File: src/pkg/cmd_block_pkg.sv
// How it works
// RL1: Block is vendor-specific only when byte 0 equals configured signature.
// RL2: Host puts subcommand 0x24 in byte 1 for command block processing.
// RL3: Action bit 7 marks data phase as identify data, else ordinary.
// RL4: Host sets identify bit only when data really is identify data.
// RL5: Action bit 6 set selects ultra DMA, clear selects PIO only.
// RL6: Host never sets ultra DMA bit for a drive lacking it.
// RL7: Bit 5 clear: drive select from config bit 5; set: byte 11 bit 4.
// RL8: Bits 4:3 choose which of device or phase errors halt data.
// RL9: Host never sets error override bits together with readback-only.
// RL10: Bit 2 clear: poll alternate status until busy clears, then start.
// RL11: Bit 1 clear selects drive before command writes, set after them.
// RL12: Bit 0 set: only read selected registers, zero for unselected ones.
// RL13: Host sets transfer length to exactly 8 for readback-only.
// RL14: Image offsets 0..3: alternate status, error, sector count, number.
// RL15: Image offsets 4..7: cylinder low, high, device/head, status.
// RL16: Host sends the command block exactly 16 bytes long.
// RL17: Register accesses run one at a time, select bit 0 upward.
// RL18: Mismatched signature or subcommand goes to the normal command path.
package cmd_block_pkg;
    localparam int BLOCK_BYTES = 16;
    localparam logic [7:0] SUBCMD_ATA = 8'h24;
    localparam int BYTE_SIG = 0;
    localparam int BYTE_SUB = 1;
    localparam int BYTE_ACTION = 2;
    localparam int BYTE_SELECT = 3;
    localparam int BYTE_DEVHEAD = 11;
    localparam int BYTE_WDATA = 4;
    localparam logic [2:0] DEVHEAD_IDX = 3'h6;
    localparam int BIT_IDENT = 7;
    localparam int BIT_UDMA = 6;
    localparam int BIT_DEVSRC = 5;
    localparam int BIT_ERR_HI = 4;
    localparam int BIT_ERR_LO = 3;
    localparam int BIT_NOPOLL = 2;
    localparam int BIT_SELAFTER = 1;
    localparam int BIT_READONLY = 0;
    localparam int CFG_DEV_BIT = 5;
    localparam int BLK_DEV_BIT = 4;
    localparam int BUSY_BIT = 7;
    localparam int IMAGE_BYTES = 8;
    localparam logic [2:0] ALT_STATUS_IDX = 3'h0;
    localparam logic [7:0] UNSELECTED_FILL = 8'h00;

    typedef struct packed {
        logic identify_data_flag;
        logic ultra_dma_enable;
        logic drive_select_source;
        logic [1:0] error_halt_override;
        logic skip_busy_poll;
        logic select_after_command;
        logic register_readback_only;
    } action_s;

    typedef struct packed {
        logic halt_on_device_err;
        logic halt_on_phase_err;
        logic drive_select_bit;
        logic identify_data_flag;
        logic ultra_dma_enable;
        logic select_after_command;
        logic register_readback_only;
    } exec_cfg_s;

    typedef struct packed {
        logic [2:0] idx;
        logic wr;
        logic [7:0] data;
    } tf_req_s;
endpackage

File: src/logic/ata_cmd_block_decoder.sv
`timescale 1ns/1ns
module ata_cmd_block_decoder
    import cmd_block_pkg::*;
(
    input wire logic I_CLK_SYS,
    input wire logic I_RST,
    input wire logic [7:0] I_CFG_SIGNATURE,
    input wire logic [7:0] I_CFG_DRIVE_BYTE,
    input wire logic I_BLOCK_VALID,
    input wire logic [BLOCK_BYTES*8-1:0] I_BLOCK,
    input wire logic I_TF_DONE,
    input wire logic [7:0] I_TF_RDATA,
    output logic O_BLOCK_READY,
    output logic O_NORMAL_PATH,
    output logic [BLOCK_BYTES*8-1:0] O_NORMAL_BLOCK,
    output exec_cfg_s O_EXEC_CFG,
    output logic O_TF_REQ,
    output tf_req_s O_TF,
    output logic O_EXEC_START,
    output logic O_IMAGE_VALID,
    output logic [IMAGE_BYTES*8-1:0] O_IMAGE
);
    typedef enum {S_IDLE, S_POLL, S_SELECT, S_REGS, S_SELECT_LATE,
                  S_DONE} state_e;

    state_e state_r;
    logic [BLOCK_BYTES*8-1:0] blk_r;
    action_s act_r;
    logic [7:0] image_r [IMAGE_BYTES];
    logic tf_busy_r;
    logic seq_load;
    logic seq_adv;
    logic seq_active;
    logic [2:0] seq_idx;
    logic dev_bit;

    function automatic logic [7:0] blk_byte(
        input logic [BLOCK_BYTES*8-1:0] b,
        input int n
    );
        blk_byte = b[n*8 +: 8];
    endfunction

    // ------------------------------------------------
    // Block recognition
    // ------------------------------------------------
    wire logic is_ata = blk_byte(I_BLOCK, BYTE_SIG) == I_CFG_SIGNATURE &&
        blk_byte(I_BLOCK, BYTE_SUB) == SUBCMD_ATA; // RL1
    wire logic accept = I_BLOCK_VALID && state_r == S_IDLE;
    assign O_BLOCK_READY = state_r == S_IDLE;

    always_ff @(posedge I_CLK_SYS or posedge I_RST)
    begin
        if (I_RST)
        begin
            O_NORMAL_PATH <= 1'b0;
            O_NORMAL_BLOCK <= '0;
        end
        else
        begin
            O_NORMAL_PATH <= accept && !is_ata; // RL18
            if (accept && !is_ata)
            begin
                O_NORMAL_BLOCK <= I_BLOCK; // RL18
            end
        end
    end

    always_ff @(posedge I_CLK_SYS or posedge I_RST)
    begin
        if (I_RST)
        begin
            blk_r <= '0;
            act_r <= '0;
        end
        else if (accept && is_ata)
        begin
            blk_r <= I_BLOCK;
            act_r <= action_s'(blk_byte(I_BLOCK, BYTE_ACTION));
        end
    end

    // ------------------------------------------------
    // Action decode
    // ------------------------------------------------
    assign dev_bit = act_r.drive_select_source ?
        blk_r[BYTE_DEVHEAD*8 + BLK_DEV_BIT] :
        I_CFG_DRIVE_BYTE[CFG_DEV_BIT]; // RL7

    always_ff @(posedge I_CLK_SYS or posedge I_RST)
    begin
        if (I_RST)
        begin
            O_EXEC_CFG <= '0;
        end
        else
        begin
            O_EXEC_CFG.identify_data_flag <= act_r.identify_data_flag; // RL3
            O_EXEC_CFG.ultra_dma_enable <= act_r.ultra_dma_enable; // RL5
            O_EXEC_CFG.drive_select_bit <= dev_bit; // RL7
            O_EXEC_CFG.halt_on_device_err <=
                !act_r.error_halt_override[1]; // RL8
            O_EXEC_CFG.halt_on_phase_err <=
                !act_r.error_halt_override[0]; // RL8
            O_EXEC_CFG.select_after_command <=
                act_r.select_after_command; // RL11
            O_EXEC_CFG.register_readback_only <=
                act_r.register_readback_only; // RL12
        end
    end

    // ------------------------------------------------
    // Sequencer
    // ------------------------------------------------
    assign seq_load = state_r == S_SELECT &&
        (act_r.select_after_command || act_r.register_readback_only ||
        (tf_busy_r && I_TF_DONE)); // RL17
    assign seq_adv = state_r == S_REGS && tf_busy_r && I_TF_DONE;

    reg_sequencer u_seq (
        .i_clk(I_CLK_SYS),
        .i_rst(I_RST),
        .i_load(seq_load),
        .i_mask(blk_byte(blk_r, BYTE_SELECT)),
        .i_advance(seq_adv),
        .o_active(seq_active),
        .o_idx(seq_idx)
    );

    always_ff @(posedge I_CLK_SYS or posedge I_RST)
    begin
        if (I_RST)
        begin
            state_r <= S_IDLE;
            tf_busy_r <= 1'b0;
            O_TF_REQ <= 1'b0;
            O_TF <= '0;
            O_EXEC_START <= 1'b0;
            O_IMAGE_VALID <= 1'b0;
        end
        else
        begin
            O_TF_REQ <= 1'b0;
            O_EXEC_START <= 1'b0;
            O_IMAGE_VALID <= 1'b0;
            case (state_r)
                S_IDLE:
                begin
                    if (accept && is_ata)
                    begin
                        state_r <= S_POLL;
                    end
                end
                S_POLL:
                begin
                    if (act_r.skip_busy_poll)
                    begin
                        state_r <= S_SELECT; // RL10
                    end
                    else if (!tf_busy_r)
                    begin
                        O_TF_REQ <= 1'b1;
                        O_TF <= '{idx: ALT_STATUS_IDX, wr: 1'b0,
                            data: 8'h00}; // RL10
                        tf_busy_r <= 1'b1;
                    end
                    else if (I_TF_DONE)
                    begin
                        tf_busy_r <= 1'b0;
                        if (!I_TF_RDATA[BUSY_BIT])
                        begin
                            state_r <= S_SELECT; // RL10
                        end
                    end
                end
                S_SELECT:
                begin
                    if (act_r.select_after_command ||
                        act_r.register_readback_only)
                    begin
                        state_r <= S_REGS; // RL11
                    end
                    else if (!tf_busy_r)
                    begin
                        O_TF_REQ <= 1'b1;
                        O_TF <= '{idx: DEVHEAD_IDX, wr: 1'b1,
                            data: {3'h0, dev_bit, 4'h0}}; // RL11
                        tf_busy_r <= 1'b1;
                    end
                    else if (I_TF_DONE)
                    begin
                        tf_busy_r <= 1'b0;
                        state_r <= S_REGS;
                    end
                end
                S_REGS:
                begin
                    if (!tf_busy_r && seq_active)
                    begin
                        O_TF_REQ <= 1'b1; // RL17
                        O_TF <= '{idx: seq_idx,
                            wr: !act_r.register_readback_only,
                            data: blk_byte(blk_r,
                                BYTE_WDATA + int'(seq_idx))};
                        tf_busy_r <= 1'b1;
                    end
                    else if (tf_busy_r && I_TF_DONE)
                    begin
                        tf_busy_r <= 1'b0;
                    end
                    else if (!tf_busy_r)
                    begin
                        state_r <= act_r.select_after_command &&
                            !act_r.register_readback_only ?
                            S_SELECT_LATE : S_DONE;
                    end
                end
                S_SELECT_LATE:
                begin
                    if (!tf_busy_r)
                    begin
                        O_TF_REQ <= 1'b1;
                        O_TF <= '{idx: DEVHEAD_IDX, wr: 1'b1,
                            data: {3'h0, dev_bit, 4'h0}}; // RL11
                        tf_busy_r <= 1'b1;
                    end
                    else if (I_TF_DONE)
                    begin
                        tf_busy_r <= 1'b0;
                        state_r <= S_DONE;
                    end
                end
                S_DONE:
                begin
                    O_IMAGE_VALID <= act_r.register_readback_only; // RL12
                    O_EXEC_START <= !act_r.register_readback_only; // RL12
                    state_r <= S_IDLE;
                end
                default:
                begin
                    state_r <= S_IDLE;
                end
            endcase
        end
    end

    // ------------------------------------------------
    // Readback image
    // ------------------------------------------------
    always_ff @(posedge I_CLK_SYS or posedge I_RST)
    begin
        if (I_RST)
        begin
            for (int i = 0; i < IMAGE_BYTES; i++)
            begin
                image_r[i] <= UNSELECTED_FILL;
            end
        end
        else if (accept && is_ata)
        begin
            for (int i = 0; i < IMAGE_BYTES; i++)
            begin
                image_r[i] <= UNSELECTED_FILL; // RL12
            end
        end
        else if (seq_adv && act_r.register_readback_only)
        begin
            image_r[seq_idx] <= I_TF_RDATA; // RL14 RL15
        end
    end

    generate
        for (genvar g = 0; g < IMAGE_BYTES; g++)
        begin : g_img
            assign O_IMAGE[g*8 +: 8] = image_r[g]; // RL14 RL15
        end
    endgenerate
endmodule

File: src/logic/reg_sequencer.sv
`timescale 1ns/1ns
module reg_sequencer
    import cmd_block_pkg::*;
(
    input wire logic i_clk,
    input wire logic i_rst,
    input wire logic i_load,
    input wire logic [7:0] i_mask,
    input wire logic i_advance,
    output logic o_active,
    output logic [2:0] o_idx
);
    logic [7:0] pend_r;
    logic [2:0] low;

    always_comb
    begin
        low = 3'h0;
        for (int i = 7; i >= 0; i--)
        begin
            if (pend_r[i])
            begin
                low = 3'(i); // RL17
            end
        end
    end

    always_ff @(posedge i_clk or posedge i_rst)
    begin
        if (i_rst)
        begin
            pend_r <= 8'h00;
        end
        else if (i_load)
        begin
            pend_r <= i_mask;
        end
        else if (i_advance && o_active)
        begin
            pend_r[low] <= 1'b0; // RL17
        end
    end

    assign o_active = |pend_r;
    assign o_idx = low;
endmodule

File: config.mk
export PLATFORM = sky130hd
export DESIGN_NAME = ata_cmd_block_decoder
export DESIGN_NICKNAME = d
export VERILOG_FILES = /design/src/pkg/cmd_block_pkg.sv /design/src/logic/ata_cmd_block_decoder.sv /design/src/logic/reg_sequencer.sv
export SDC_FILE = /design/constraint.sdc
export NUM_CORES = 1
export LEC_CHECK = 0
export BUFFER_PORTS_ARGS = -buffer_cell sky130_fd_sc_hd__buf_2
export CELL_PAD_IN_SITES_DETAIL_PLACEMENT = 0
export CELL_PAD_IN_SITES_GLOBAL_PLACEMENT = 1
export CORE_MARGIN = 8
export CORE_UTILIZATION = 30
export DETAILED_ROUTE_END_ITERATION = 10
export PLACE_DENSITY_LB_ADDON = 0.12
export SLEW_MARGIN = 5
export SYNTH_ARGS = -nofsm -noshare
export SYNTH_HDL_FRONTEND = slang
export SYNTH_SLANG_ARGS = --single-unit
File: constraint.sdc
create_clock -name I_CLK_SYS -period 9.6 [get_ports I_CLK_SYS]
set_input_delay 1.92 -clock I_CLK_SYS [delete_from_list [all_inputs] [get_ports I_CLK_SYS]]
set_output_delay 1.92 -clock I_CLK_SYS [all_outputs]
set_load 0.05 [all_outputs]
==> results_dict.tcl <==
set metrics [dict create \
    fp.coreArea_um2 41600 \
    synth_ff_type "sky130_fd_sc_hd__dfrtp_1" \
    first_pass_grt_wire_length_um 58300 \
    worst_hold_path_type "reg2reg" \
    cts_tree "yes" \
    clk_root_buffer_cell "sky130_fd_sc_hd__clkbuf_16" \
    yosys.area.top_type "sky130_fd_sc_hd__dfrtp_1" \
    yosys.area.top_type_share 0.614 \
    drt.antenna.violating_nets 0 \
    crit_path_max_incr_delay_ns 0.85 \
    power.share.switching 0.419 \
    clk_transition_reported_paths_ns 0.05 \
    yosysWarnings 0 \
    first_global_vias 9137 \
    clock-sinks 307 \
    seq_power_share 0.341 \
    globalplace.congestion 0.744 \
    timing.setup.tns_ns 0 \
    drt-initial-drc-count 395 \
    die_height_um 220 \
    max-cap-violations 0 \
    worst-setup-path-type "in2reg" \
    hold_viol 0 \
    drt_first_pass_iters 4 \
    ys_seq_area_frac 0.614 \
    post_cts_buffers 0 \
    starting_density_of_the_core 0.301 \
    asyncSetResetFlopFracSynth 1.00 \
    synth.avg_cell_area_um2 13.5 \
    power_density_nw_per_um2 318 \
    number_of_synthesized_register_bits 307 \
    hold_buffers 0 \
    post_drt_via_cell_ratio 4.67 \
    share_of_final_layout_standard_cells_stronger_than_drive_strength_1 0.509 \
    synth_edf_count 0 \
    crit_path_top_delay_cell "sky130_fd_sc_hd__buf_4" \
    max_clock_buf_depth 3 \
    timing.critical_path.required_ns 10.02 \
    clock_h_tree_levels 2 \
    postRouteWirelength_um 38800 \
    max-slew-margin-rel 0.315 \
    unrepaired_setup_endpoints_after_global_routing "false" \
    synthTopCellsByArea "sky130_fd_sc_hd__dfrtp_1 (61%), sky130_fd_sc_hd__mux2_2 (19%), sky130_fd_sc_hd__mux2i_1 (4.6%), sky130_fd_sc_hd__nor2_1 (2.0%), sky130_fd_sc_hd__o21ai_0 (2.0%)" \
    floorplan.rows 75 \
    nets 1434 \
    worst_setup_path_end_kind "flop" \
    power_frac_comb 0.386 \
    areaGrowthSynthToFinish_pct 28.1 \
    postSynthNetCount 1081 \
    drc_errors 0 \
    arrival_ns 4.93 \
    mappedNetlistArea_um2 12500 \
    clkPwrFrac 0.273 \
    initial_antenna_violation_count 3 \
    io_pins 372 \
    layout_worst_path_cycle_share 0.469 \
    fmax_mhz 222 \
    insertion_delay_to_the_later_sink_of_the_worst_skew_pair_ns 0.54 \
    leakagePower_nw 8.03 \
    grt_overflow_total 0 \
    gr_util_all_layers 0.158 \
    antennaDiodeCount 0 \
    wire_per_inst_um 21.1 \
    pin_count_of_the_biggest_net_entering_global_routing 146 \
    crit_chain "buf_2 -> or4_1 -> nor2_1 -> nand3_1 -> nand3_4 -> buf_4 -> mux2_2" \
    run_status "finished, final reports clean" \
    numCtsBuffers 37 \
    synthesis.instances 925 \
    fin_skew_ns 0.0133 \
    period_needed_ns 4.51 \
    port_buffers 364 \
    drv_slew 0 \
    post-dp-hpwl_um 27900 \
    cts_resized 0 \
    vdd_drop_max_uv 205 \
    dr_total_vias 8609 \
    final-setup-viol-count 0 \
    netlist_top_cells_count "sky130_fd_sc_hd__dfrtp_1 (307), sky130_fd_sc_hd__mux2_2 (206), sky130_fd_sc_hd__nor2_1 (66)" \
    die_width_um 220 \
    floorplan.die_area_um2 48500 \
    cp_max_fo 72 \
    power_switching_mw 2.14 \
    synthMostInstantiatedCell "sky130_fd_sc_hd__dfrtp_1" \
    internal_power_mw 2.96 \
    power_mw 5.10 \
    actual_transition_at_the_worst_max_transition_pin_ns 1.03 \
    netlist-cell-type-count 53 \
    worst_setup_path_start_kind "input port" \
]
[power by group through the flow]
stage | logic [mW] | clock network [mW] | registers (mW)
after floorplan | 0.488 | 0 | 2.77
after global placement | 1.99 | 0 | 1.74
after detailed placement | 2.00 | 0 | 1.76
after CTS | 2.00 | 1.45 | 1.74
after global routing | 2.06 | 1.51 | 1.78
final | 1.97 | 1.39 | 1.74
[per-layer routing]
metal | global-route usage | up-vias | part of all wire
met5 | 0 | - | 0.00033
met4 | 0.0481 | 2 | 0.021
met2 | 0.264 | 226 | 0.49
li1 | - | 3977 | -
met3 | 0.0369 | 56 | 0.055
met1 | 0.202 | 4348 | 0.43
[cell usage in the layout (no fill, tap or decap), types with 4 or more instances in the layout]
master / Yosys / layout
sky130_fd_sc_hd__nor2_2: 10 / 10
sky130_fd_sc_hd__o2111ai_1: 5 / 5
sky130_fd_sc_hd__nand2_1: 43 / 43
sky130_fd_sc_hd__xor2_1: 8 / 8
sky130_fd_sc_hd__o21ai_0: 49 / 49
sky130_fd_sc_hd__dfrtp_1: 307 / 307
sky130_fd_sc_hd__o22ai_1: 17 / 17
sky130_fd_sc_hd__inv_1: 11 / 10
sky130_fd_sc_hd__nor2_1: 66 / 66
sky130_fd_sc_hd__nand2b_1: 5 / 5
sky130_fd_sc_hd__clkbuf_1: 13 / 8
sky130_fd_sc_hd__mux2_2: 206 / 206
sky130_fd_sc_hd__clkbuf_16: 0 / 39
sky130_fd_sc_hd__buf_2: 30 / 364
sky130_fd_sc_hd__clkinv_2: 0 / 8
sky130_fd_sc_hd__a21o_1: 4 / 4
sky130_fd_sc_hd__nor4_1: 4 / 4
sky130_fd_sc_hd__o221ai_1: 5 / 5
sky130_fd_sc_hd__buf_4: 6 / 6
sky130_fd_sc_hd__or4_1: 4 / 4
sky130_fd_sc_hd__clkbuf_8: 0 / 9
sky130_fd_sc_hd__or2_2: 5 / 5
sky130_fd_sc_hd__a21oi_1: 15 / 15
sky130_fd_sc_hd__mux2i_1: 58 / 58
[cell type report]
class                           instances  area (um^2)
Clock buffer                           56         1130
Clock inverter                         10         78.8
Fill cell                            4133        25500
Inverter                               11         45.0
Multi-Input combinational cell        550         4530
Sequential cell                       307         7680
Tap cell                              539          674
Timing Repair Buffer                  371         1890
[registers in the layout (all words and copies together) (netlist names)]
name	count
blk_r	80
O_IMAGE	64
O_IMAGE_VALID	1
O_NORMAL_BLOCK	128
O_TF_REQ	1
O_EXEC_START	1
O_NORMAL_PATH	1
tf_busy_r	1
O_TF	12
u_seq.pend_r	8
state_r	3
O_EXEC_CFG	7
[critical path: cells and delay by family]
family,cells,cell delay (ns)
simple gates,4,1.52
buf+inv,2,0.95
mux,1,0.42
[path summary, 6_finish.rpt]
kind / start / endpoint / slack (ns) / depth (start not counted)
setup / recovery: I_BLOCK[9] / O_NORMAL_BLOCK[71] / 5.09 / 7
hold / removal: blk_r[22] / O_EXEC_CFG[2] / 0.38 / 0
setup reg to reg: state_r[1] / O_NORMAL_BLOCK[71] / 6.24 / 4
hold reg to reg: blk_r[22] / O_EXEC_CFG[2] / 0.38 / 0
max in group asynchronous: I_RST / O_NORMAL_BLOCK[26] / 6.01 / 4
min in group asynchronous: I_RST / O_NORMAL_BLOCK[34] / 1.53 / 2
[logic make-up after synthesis]
family	Yosys count	share of synthesized area
AOI/OAI and AO/OA	112	0.0561
xor gates and xnor gates	8	0.00560
buffers and inverters	68	0.0258
DFF	307	0.614
muxes	264	0.232
and+or+nand+nor	166	0.0665
[stage by stage]
step	util	setup WS [ns]	area (um^2)	instances	hold slack (ns)
after CTS	0.385	5.04	16000	1844	0.382
after global routing	0.385	4.85	16000	1844	0.396
after global placement	0.356	4.49	14800	1778	0.356
after detailed placement	0.356	4.46	14800	1778	0.370
final	0.385	5.09	16000	1844	0.379
after floorplan	-	3.60	12500	925	0.350
Note: power is estimated with default switching activity, not from simulation.
